--- src/rtl/pbws_pkg.sv ---
// Shared constants and types of the power button and wake sequencer.
package pbws_pkg;

  localparam int unsigned CLK_HZ = 20_000_000;
  localparam int unsigned SHORT_HOLD_S = 4;
  localparam int unsigned FORCE_HOLD_S = 6;
  localparam int unsigned SHORT_HOLD_CYC = SHORT_HOLD_S * CLK_HZ;
  localparam int unsigned FORCE_HOLD_CYC = FORCE_HOLD_S * CLK_HZ;
  localparam int unsigned HOLD_W = 28;
  localparam int unsigned AC_GUARD_CYC = 20_000_000;

  // Last-power-state policy encodings.
  localparam logic [1:0] LPS_OFF = 2'h0;
  localparam logic [1:0] LPS_ON = 2'h1;
  localparam logic [1:0] LPS_LAST = 2'h2;

  typedef enum logic [2:0] {
    PBWS_S0,
    PBWS_S3,
    PBWS_S4,
    PBWS_S5
  } pbws_state_t;

  // Wake indications delivered by other blocks.
  typedef struct packed {
    logic rtc_alarm;
    logic network_packet_wake;
    logic usb;
    logic pcie_wake;
    logic infrared_remote_wake;
    logic radio;
  } pbws_wake_t;

  // Firmware configuration options.
  typedef struct packed {
    logic usb_s45_en;
    logic deep_sleep;
    logic [1:0] last_state_policy;
    logic sleep_to_s4;
    logic sleep_to_off;
  } pbws_cfg_t;

  typedef enum logic [1:0] {
    PBWS_HOLD_NONE,
    PBWS_HOLD_SHORT,
    PBWS_HOLD_FORCE
  } pbws_hold_t;

endpackage

--- src/rtl/pbws_hold_timer.sv ---
// Power switch hold timer that classifies each press.
`timescale 1ns/1ps
`default_nettype none
module pbws_hold_timer
  import pbws_pkg::*;
#(
  parameter int unsigned SHORT_CYC = SHORT_HOLD_CYC,
  parameter int unsigned FORCE_CYC = FORCE_HOLD_CYC
) (
  input wire logic clk,           // Standby clock.
  input wire logic srst,          // Synchronous reset, active high.
  input wire logic button,        // Switch pressed, active high.
  output pbws_hold_t verdict,     // Classification of the last judged hold, kept until the next.
  output logic verdict_vld        // Classification valid pulse.
);

  logic [HOLD_W-1:0] cnt_ff;
  logic btn_ff;
  logic forced_ff;
  pbws_hold_t verdict_ff;
  logic vld_ff;

  assign verdict = verdict_ff;
  assign verdict_vld = vld_ff;

  // The counter saturates so a very long hold cannot wrap into a short one.
  always_ff @(posedge clk) begin
    if (srst) begin
      cnt_ff <= '0;
    end else if (!button) begin
      cnt_ff <= '0;
    end else if (cnt_ff != HOLD_W'(FORCE_CYC)) begin
      cnt_ff <= cnt_ff + HOLD_W'(1);
    end
  end

  always_ff @(posedge clk) begin
    if (srst) begin
      btn_ff <= 1'b0;
    end else begin
      btn_ff <= button;
    end
  end

  // A hold is judged once: at the six-second crossing or at release.
  always_ff @(posedge clk) begin
    if (srst) begin
      forced_ff <= 1'b0;
      verdict_ff <= PBWS_HOLD_NONE;
      vld_ff <= 1'b0;
    end else begin
      vld_ff <= 1'b0;
      if (button && !forced_ff && cnt_ff == HOLD_W'(FORCE_CYC - 1)) begin
        forced_ff <= 1'b1;
        verdict_ff <= PBWS_HOLD_FORCE;
        vld_ff <= 1'b1;
      end else if (!button && btn_ff) begin
        forced_ff <= 1'b0;
        if (!forced_ff) begin
          vld_ff <= 1'b1;
          verdict_ff <= (cnt_ff < HOLD_W'(SHORT_CYC)) ? PBWS_HOLD_SHORT : PBWS_HOLD_NONE;
        end
      end
    end
  end

endmodule
`default_nettype wire

--- src/rtl/pbws_top.sv ---
// Power-state sequencer driven by the power switch and wake sources.
//
// Overview of operation
// - Short press from soft-off powers on.
// - Short press while working requests configured sleep.
// - Hold over six seconds forces soft-off.
// - Short press while sleeping wakes system.
// - Switch, alarm, network, USB, PCIe, infrared wake.
// - Radio wake indication is always ignored.
// - USB wake from S4/S5 needs option.
// - Alarm/network/PCIe wake from S3 keeps monitor asleep.
// - USB/infrared S4/S5 wake needs deep sleep off.
// - Network S5 wake after G3 needs deep sleep off.
// - No USB/infrared wake right after mains return.
// - Mains return applies stored last-state policy.
// - Context kept in RAM, disk, or none.
`timescale 1ns/1ps
`default_nettype none
module pbws_top
  import pbws_pkg::*;
#(
  parameter int unsigned SHORT_CYC = SHORT_HOLD_CYC,
  parameter int unsigned FORCE_CYC = FORCE_HOLD_CYC,
  parameter int unsigned GUARD_CYC = AC_GUARD_CYC
) (
  input wire logic CORE_CLK,         // Standby clock, 20 MHz.
  input wire logic SRST,             // Standby reset, active high.
  input wire logic PWR_BUTTON,       // Power switch pressed, active high.
  input wire pbws_wake_t WAKE_IN,    // Wake indications, active high levels.
  input wire pbws_cfg_t CFG,         // Firmware options, static levels.
  input wire logic AC_RESTORED,      // Pulse: mains returned after G3.
  input wire logic OS_SLEEP_REQ,     // Pulse: software entering sleep target.
  output pbws_state_t SYS_STATE,     // Current system state.
  output logic MAIN_PWR_EN,          // Main rails on.
  output logic CTX_RAM,              // Context held in memory.
  output logic CTX_DISK,             // Context held on disk.
  output logic COLD_BOOT,            // Next wake needs cold boot.
  output logic SLEEP_REQ,            // Pulse: request sleep from software.
  output logic MONITOR_SLEEP,        // Keep display asleep after wake.
  output logic WAKE_LOGIC_ON         // Wake logic powered.
);

  pbws_state_t state_ff;
  pbws_state_t nxt_state;
  pbws_state_t last_state_ff;
  pbws_hold_t verdict;
  logic verdict_vld;
  logic sleep_req_ff;
  logic monitor_sleep_ff;
  logic g3_ff;
  logic [HOLD_W-1:0] guard_ff;
  logic guard_on;
  logic wake_any;
  logic wake_quiet;
  logic short_hit;
  logic force_hit;

  ////////////////////////////////////////////////////////////////////////////
  // Switch hold timing.

  pbws_hold_timer #(
    .SHORT_CYC(SHORT_CYC),
    .FORCE_CYC(FORCE_CYC)
  ) u_hold (
    .clk(CORE_CLK),
    .srst(SRST),
    .button(PWR_BUTTON),
    .verdict(verdict),
    .verdict_vld(verdict_vld)
  );

  // A verdict only counts in the cycle that its valid pulse stands.
  function automatic logic hold_is(input logic vld, input pbws_hold_t v,
                                   input pbws_hold_t kind);
    hold_is = vld && (v == kind);
  endfunction

  assign short_hit = hold_is(verdict_vld, verdict, PBWS_HOLD_SHORT);
  assign force_hit = hold_is(verdict_vld, verdict, PBWS_HOLD_FORCE);

  ////////////////////////////////////////////////////////////////////////////
  // Mains-loss tracking.

  // Guard window after mains returns; sources that need re-enumeration stay deaf.
  always_ff @(posedge CORE_CLK) begin
    if (SRST) begin
      guard_ff <= '0;
    end else if (AC_RESTORED) begin
      guard_ff <= HOLD_W'(GUARD_CYC);
    end else if (guard_ff != '0) begin
      guard_ff <= guard_ff - HOLD_W'(1);
    end
  end
  assign guard_on = (guard_ff != '0);

  // Remembers that soft-off was reached through a full mains loss.
  always_ff @(posedge CORE_CLK) begin
    if (SRST) begin
      g3_ff <= 1'b0;
    end else if (AC_RESTORED) begin
      g3_ff <= 1'b1;
    end else if (state_ff == PBWS_S0) begin
      g3_ff <= 1'b0;
    end
  end

  ////////////////////////////////////////////////////////////////////////////
  // Wake qualification.

  function automatic logic wake_ok(input pbws_state_t st, input pbws_wake_t w,
                                   input pbws_cfg_t c, input logic guard, input logic g3);
    logic deep;
    logic usb_ok;
    logic ir_ok;
    logic net_ok;
    deep = (st == PBWS_S4 || st == PBWS_S5);
    usb_ok = w.usb && !guard && (!deep || (c.usb_s45_en && !c.deep_sleep));
    ir_ok = w.infrared_remote_wake && !guard && (!deep || !c.deep_sleep);
    net_ok = w.network_packet_wake && !(st == PBWS_S5 && g3 && c.deep_sleep);
    // The radio bit is never looked at.
    wake_ok = w.rtc_alarm || net_ok || w.pcie_wake || usb_ok || ir_ok;
  endfunction

  assign wake_any = (state_ff != PBWS_S0) && wake_ok(state_ff, WAKE_IN, CFG, guard_on, g3_ff);
  assign wake_quiet = WAKE_IN.rtc_alarm || WAKE_IN.network_packet_wake || WAKE_IN.pcie_wake;

  ////////////////////////////////////////////////////////////////////////////
  // State machine.

  always_comb begin
    nxt_state = state_ff;
    unique case (state_ff)
      PBWS_S0: begin
        if (force_hit) begin
          nxt_state = PBWS_S5;
        end else if (OS_SLEEP_REQ) begin
          if (CFG.sleep_to_off) begin
            nxt_state = PBWS_S5;
          end else if (CFG.sleep_to_s4) begin
            nxt_state = PBWS_S4;
          end else begin
            nxt_state = PBWS_S3;
          end
        end
      end
      PBWS_S3, PBWS_S4: begin
        if (force_hit) begin
          nxt_state = PBWS_S5;
        end else if (short_hit || wake_any) begin
          nxt_state = PBWS_S0;
        end
      end
      PBWS_S5: begin
        if (short_hit || wake_any) begin
          nxt_state = PBWS_S0;
        end
      end
      default: nxt_state = PBWS_S5;
    endcase
    // Mains return overrides everything else.
    if (AC_RESTORED) begin
      if (CFG.last_state_policy == LPS_ON) begin
        nxt_state = PBWS_S0;
      end else if (CFG.last_state_policy == LPS_LAST && last_state_ff == PBWS_S0) begin
        nxt_state = PBWS_S0;
      end else begin
        nxt_state = PBWS_S5;
      end
    end
  end

  always_ff @(posedge CORE_CLK) begin
    if (SRST) begin
      state_ff <= PBWS_S5;
    end else begin
      state_ff <= nxt_state;
    end
  end

  // Last state is frozen during the cycle that mains returns.
  always_ff @(posedge CORE_CLK) begin
    if (SRST) begin
      last_state_ff <= PBWS_S5;
    end else if (!AC_RESTORED) begin
      last_state_ff <= state_ff;
    end
  end

  ////////////////////////////////////////////////////////////////////////////
  // Requests and display control.

  always_ff @(posedge CORE_CLK) begin
    if (SRST) begin
      sleep_req_ff <= 1'b0;
    end else begin
      sleep_req_ff <= (state_ff == PBWS_S0) && short_hit;
    end
  end

  // Held in S0 until the next judged press so software can decide when to light the display.
  always_ff @(posedge CORE_CLK) begin
    if (SRST) begin
      monitor_sleep_ff <= 1'b0;
    end else if (state_ff == PBWS_S3 && nxt_state == PBWS_S0) begin
      monitor_sleep_ff <= !short_hit && wake_quiet;
    end else if (state_ff != PBWS_S0 || verdict_vld) begin
      monitor_sleep_ff <= 1'b0;
    end
  end

  assign SYS_STATE = state_ff;
  assign MAIN_PWR_EN = (state_ff == PBWS_S0);
  assign CTX_RAM = (state_ff == PBWS_S3);
  assign CTX_DISK = (state_ff == PBWS_S4);
  assign COLD_BOOT = (state_ff == PBWS_S5);
  // The wake logic sits in the standby domain, so it is never switched off.
  assign WAKE_LOGIC_ON = 1'b1;
  assign SLEEP_REQ = sleep_req_ff;
  assign MONITOR_SLEEP = monitor_sleep_ff;

endmodule
`default_nettype wire

--- config.mk ---
export PLATFORM = sky130hd
export DESIGN_NAME = pbws_top
export DESIGN_NICKNAME = d
export VERILOG_FILES = /design/src/rtl/pbws_pkg.sv /design/src/rtl/pbws_hold_timer.sv /design/src/rtl/pbws_top.sv
export SDC_FILE = /design/constraint.sdc
export NUM_CORES = 1
export LEC_CHECK = 0
export BUFFER_PORTS_ARGS = -buffer_cell sky130_fd_sc_hd__clkbuf_2
export CAP_MARGIN = 40
export CORE_AREA = 2 2 73 109
export CTS_BUF_LIST = sky130_fd_sc_hd__clkbuf_4 sky130_fd_sc_hd__clkbuf_8
export DETAILED_ROUTE_END_ITERATION = 12
export DIE_AREA = 0 0 75 111
export PLACE_DENSITY = 0.79
export SLEW_MARGIN = 10
export SYNTH_ARGS = -nofsm -noshare
export SYNTH_HDL_FRONTEND = slang
export SYNTH_SLANG_ARGS = --single-unit
--- constraint.sdc ---
create_clock -name CORE_CLK -period 6.7 [get_ports CORE_CLK]
set_input_delay 1.34 -clock CORE_CLK [delete_from_list [all_inputs] [get_ports CORE_CLK]]
set_output_delay 1.34 -clock CORE_CLK [all_outputs]
set_load 0.05 [all_outputs]
# Word-level counts from Yosys, hierarchy flattened
# Index checks and enable logic that the tools add are counted.
# Widths: inputs -> output; s select.
word_totals:
  out_inout_bits: 10
  input_bits: 17
  wordCells: 104
  regBits: 70
op_classes:
  eq_ne: 10
  n_lt_le_gt_ge: 1
  n_bitwise: 2
  addsub: 2
  muxes: 25
  n_reduce_logical: 51
op_table:
  columns: ["operator", "count"]
  rows:
  - ["$mux 25", 2]
  - ["$add 28x1->28 const B", 1]
  - ["$eq 28x27->1 const B", 1]
  - ["$lt 28x27->1 const B", 1]
  - ["$ne 28x27->1 const B", 1]
  - ["$reduce_bool 28->1", 1]
  - ["$sub 28x1->28 const B", 1]
  - ["$logic_and 1x1->1", 18]
  - ["$mux 3", 5]
  - ["$mux 2", 7]
  - ["$logic_or 1x1->1", 11]
  - ["$mux 1", 10]
  - ["$logic_not 3->1", 3]
  - ["$pmux 3 s3", 1]
  - ["$reduce_bool 2->1", 4]
  - ["$reduce_or 2->1", 4]
  - ["$logic_not 1->1", 7]
  - ["$eq 3x2->1 const B", 2]
  - ["$eq 2x1->1 const B", 2]
  - ["$eq 2x2->1 const B", 2]
  - ["$reduce_and 2->1", 2]
  - ["$eq 3x1->1 const B", 1]
  - ["$reduce_bool 3->1", 1]
  - ["$ne 2x2->1 const B", 1]
  - ["$not 1->1", 2]

# Depth between registers and ports, before layout
depth:
  ltp_word: 18
  depth_mapped: 7
  depth_no_buf: 7

# Cells and area by module
# Synthesis repeated with hierarchy kept, for this count alone.
hier_totals:
  hier_cells: 422
  hier_area_um2: 3631.0
by_module_without_submodules:
  columns: ["module", "cells_each", "area_per_inst_um2", "n_inst"]
  rows:
  - ["pbws_top", 221, 1898.1, 1]
  - ["pbws_hold_timer", 201, 1732.9, 1]

# Worst setup path before layout
# No wires, ideal clock.
synth_timing:
  kind: "reg-to-output"
  start: "reg state_ff[0] (netlist: SYS_STATE[0])"
  end: "out CTX_RAM"
  path_slack_ps: 3323
  n_path_buf: 0
  arrival_time_ps: 2037
  required_time_ps: 5360
  stages_incl_launch_ff: 3
  path_cell_list: "dfxtp_1 > inv_1 > nor3_1"
synth_via:
  elab_chain_cells: 1
synth_lines:
  columns: ["item", "line", "rtl"]
  rows:
  - ["start, declared", "pbws_top.sv:43", "pbws_state_t state_ff;"]
  - ["start signal, assigned", "pbws_top.sv:176", "state_ff <= nxt_state;"]
  - ["$eq 3x1->1", "pbws_top.sv:213", "assign CTX_RAM = (state_ff == PBWS_S3);"]
  - ["end, declared", "pbws_top.sv:35", "output logic CTX_RAM,"]
# No other way between the ends.

# Worst setup path after layout
layout_timing:
  start: "in AC_RESTORED"
  end: "reg guard_ff[6]"
layout_via:
  elab_chain_cells: 1
layout_lines:
  columns: ["item", "line", "rtl"]
  rows:
  - ["start, declared", "pbws_top.sv:31", "input wire logic AC_RESTORED,"]
  - ["$reduce_or 2->1 (no line)", null, null]
  - ["end signal, assigned", "pbws_top.sv:89", "guard_ff <= HOLD_W'(GUARD_CYC);"]
  - ["end signal, assigned", "pbws_top.sv:91", "guard_ff <= guard_ff - HOLD_W'(1);"]
  - ["end, declared", "pbws_top.sv:51", "logic [HOLD_W-1:0] guard_ff;"]
# No other way between the ends.
# A chain may end at the register's enable or synchronous reset.

==> run metrics <==
Netlist Area Pre-Place between 3000 and 4000 µm²; worst r2r path cells 5; Largest stage delay, worst path approximately 760 ps; via count approximately 3100; sequential share of power 0.487; RR Endpoint guard_ff[27]; Sw Share 0.282; Pint 666 µW; crit share post-route 0.440; largest cells by area after synthesis dfxtp_1, nor2_1, xnor2_1; postcts setup bufs 0; DIE AREA around 8300 µm²; worst slew pin tran around 600 ps; worst path required time approximately 7000 ps; Comb pwr share 0.151; Residual DRC 0; Hold Crit Start u_hold.verdict[1]; Slew Limit Headroom 0.599; Initial DRC Count around 210; warning count from the yosys run 0; final setup violation count 0; hold slack approximately 470 ps; WP data arrival roughly 3200 ps; slowest cell on the critical path or4_2; Place WS 3440 ps; register-to-register setup slack between 4000 and 5000 ps; CP Capture Type flop; initial antenna violation count 0; Hold-fix buffers, CTS 0; Initial Util 0.481; most common cell after layout, fill and taps aside dfxtp_1; average wire per standard cell 14.3 µm; ratio of cells with drive above 1 in the final layout 0.117; worst vdd ir 0.000203 V; Boundary Pins 27; Hold Path End u_hold.verdict[1]; CTS H-Tree Depth 3; register bit total from synthesis 70; Leakage 0.00140 µW; Clock Latency Late Sink between 300 and 400 ps; Setup CP Type in2reg; Hold/Removal Path Class reg2reg; Max Cap Viol 0; Area Overhead vs Synth 10.3%; first-pass GRT wire length around 13000 µm; f_max between 300 and 400 MHz; clock buffer depth 2; switching component of the power ~260 µW; worst reg2reg path startpoint guard_ff[17]; DP Wirelength approximately 5700 µm; Slew Limit Fails 0; clock share of power 0.363; fin crit period between 2000 and 3000 ps; vias in the first global route around 3100; Post-synth ARST share 0; cell family with most CP delay simple AND/OR/NAND/NOR gates; Row Count 39; largest net degree at the start of global routing 22; RSZ-0062 raised after global routing no; setup TNS 0 ps; syn_nets 446; Synth Flop Type dfxtp_1; synthesized area per cell 8.45 µm²; crit-path max FO 19; PwrDens between 200 and 250 nW/µm²; DRT Wirelength just under 8000 µm; post-synth top area cell dfxtp_1; most used cell, CP nand2_1; GPL Wtd Cong 0.866; # port buffers 24; Tot GR Track Use 0.201; CTS Buf Count 9; clk sink count 70; Die H 111 µm; Fillers 691; Core ar. between 7000 and 8000 µm²; sequential area share after synthesis 0.390; Post-Synthesis Cells 425; final-stage net count approximately 460; number of synthesized flops with an enable pin 0; top cell type's share of synthesized area 0.390; Final Skew 10.4 ps; TritonCTS clock tree built; CP Cell Sequence clkbuf_2 > inv_1 > nand2_1 > or4_2 > nand2_1; status finished clean; Root Driver clkbuf_8; Final Worst Setup Slack about 3800 ps; Distinct cells, synth 60; FF/Latch Area ~1400 µm²; Power Total around 900 µW; Hold Crit Depth 2; Multi-input gate area 2050 µm²; DRT Pass-1 Iters 4; cts repair resizes 0; most frequent cells in the layout dfxtp_1, nor2_1, nand2_1; Die X ~75 µm; gr ovfl total 0; Buf+Inv Stages, Crit Path 2; Antenna Violating Nets Remaining 0; DR vias/cell roughly 5.7; Setup crit start kind input port; Reg clk slew, reported paths 80 ps; diode count 0; Final Hold Fails 0
layout make-up:
| class | instances | area share |
|---|---|---|
| clock inverters | 4 | 0.0120 |
| inverters | 15 | 0.0142 |
| multi-input cells | 321 | 0.517 |
| well taps | 102 | 0.0322 |
| flip-flops and latches | 70 | 0.354 |
| repair buffers | 25 | 0.0341 |
| clock buffers | 11 | 0.0366 |
synthesized netlist by cell type, types with 4 or more instances:
cell type  count
a21oi_1       15
mux2i_1        6
nand2b_1       4
o21ai_0       10
nand4_1       14
nor4_1        22
or4_1          4
clkbuf_1      14
xnor2_1       21
nand3_1       15
or3_1         13
nor3_1        19
o31ai_1        5
nand2_1       25
xor2_1        15
nor4b_1        5
dfxtp_1       70
o211ai_1       8
and4_1         5
inv_1         15
a211oi_1       5
nor2_1        58
and3_1         4
ha_1           4
layer usage:
metal,vias to the layer above,global-route usage,routed length (µm)
met1,1484,0.222,3150
met3,12,0.0445,277
met2,60,0.347,4250
li1,1592,-,-
met5,-,0,0
met4,0,0.0964,142
worst reg2reg max path, stage by stage (launching register included):
cell	delay, ps
dfxtp_1	360
nor4_1	550
nand3_1	560
nor4_1	520
mux2i_1	240
nor2_1	50
how the worst max path moves through the flow:
stage	slack [ps]	endpoint	depth (start not counted)	startpoint
2_1_floorplan	3320	CTX_RAM	2	SYS_STATE[0]
3_3_place_gp	3380	guard_ff[6]	5	AC_RESTORED
3_5_place_dp	3440	guard_ff[6]	5	AC_RESTORED
4_1_cts	3760	CTX_RAM	3	SYS_STATE[0]
5_1_grt	3630	CTX_RAM	3	SYS_STATE[0]
6_report	3750	guard_ff[6]	5	AC_RESTORED
power groups by stage:
stage / Clock (µW) / Sequential, µW / Combinational [µW]
finish: 337 / 451 / 140
global placement: 0 / 459 / 135
global route: 363 / 454 / 155
floorplan: 0 / 460 / 108
detailed placement: 0 / 460 / 138
CTS: 345 / 451 / 139
through the flow:
stage	cell area (µm²)	instances	utilization
after floorplan	3590	425	-
after CTS	3960	548	0.531
after global routing	3960	548	0.531
after global placement	3760	532	0.503
after detailed placement	3770	533	0.505
final	3960	548	0.531
flip-flops by register name (all words and copies together), names as in the netlist:
signal,cells
u_hold.verdict_vld,1
u_hold.forced_ff,1
g3_ff,1
u_hold.btn_ff,1
SLEEP_REQ,1
guard_ff,28
u_hold.cnt_ff,28
last_state_ff,3
u_hold.verdict,2
SYS_STATE,3
MONITOR_SLEEP,1
cell families after synthesis:
group           after synthesis  synth area share
fa+ha+maj                     4            0.0139
mux                           6            0.0167
flops                        70             0.390
compound gates               68             0.140
simple gates                205             0.310
xor+xnor                     36            0.0878
buf+inv                      34            0.0390
other cells                   2           0.00209
Note: power is estimated with default switching activity, not from simulation.
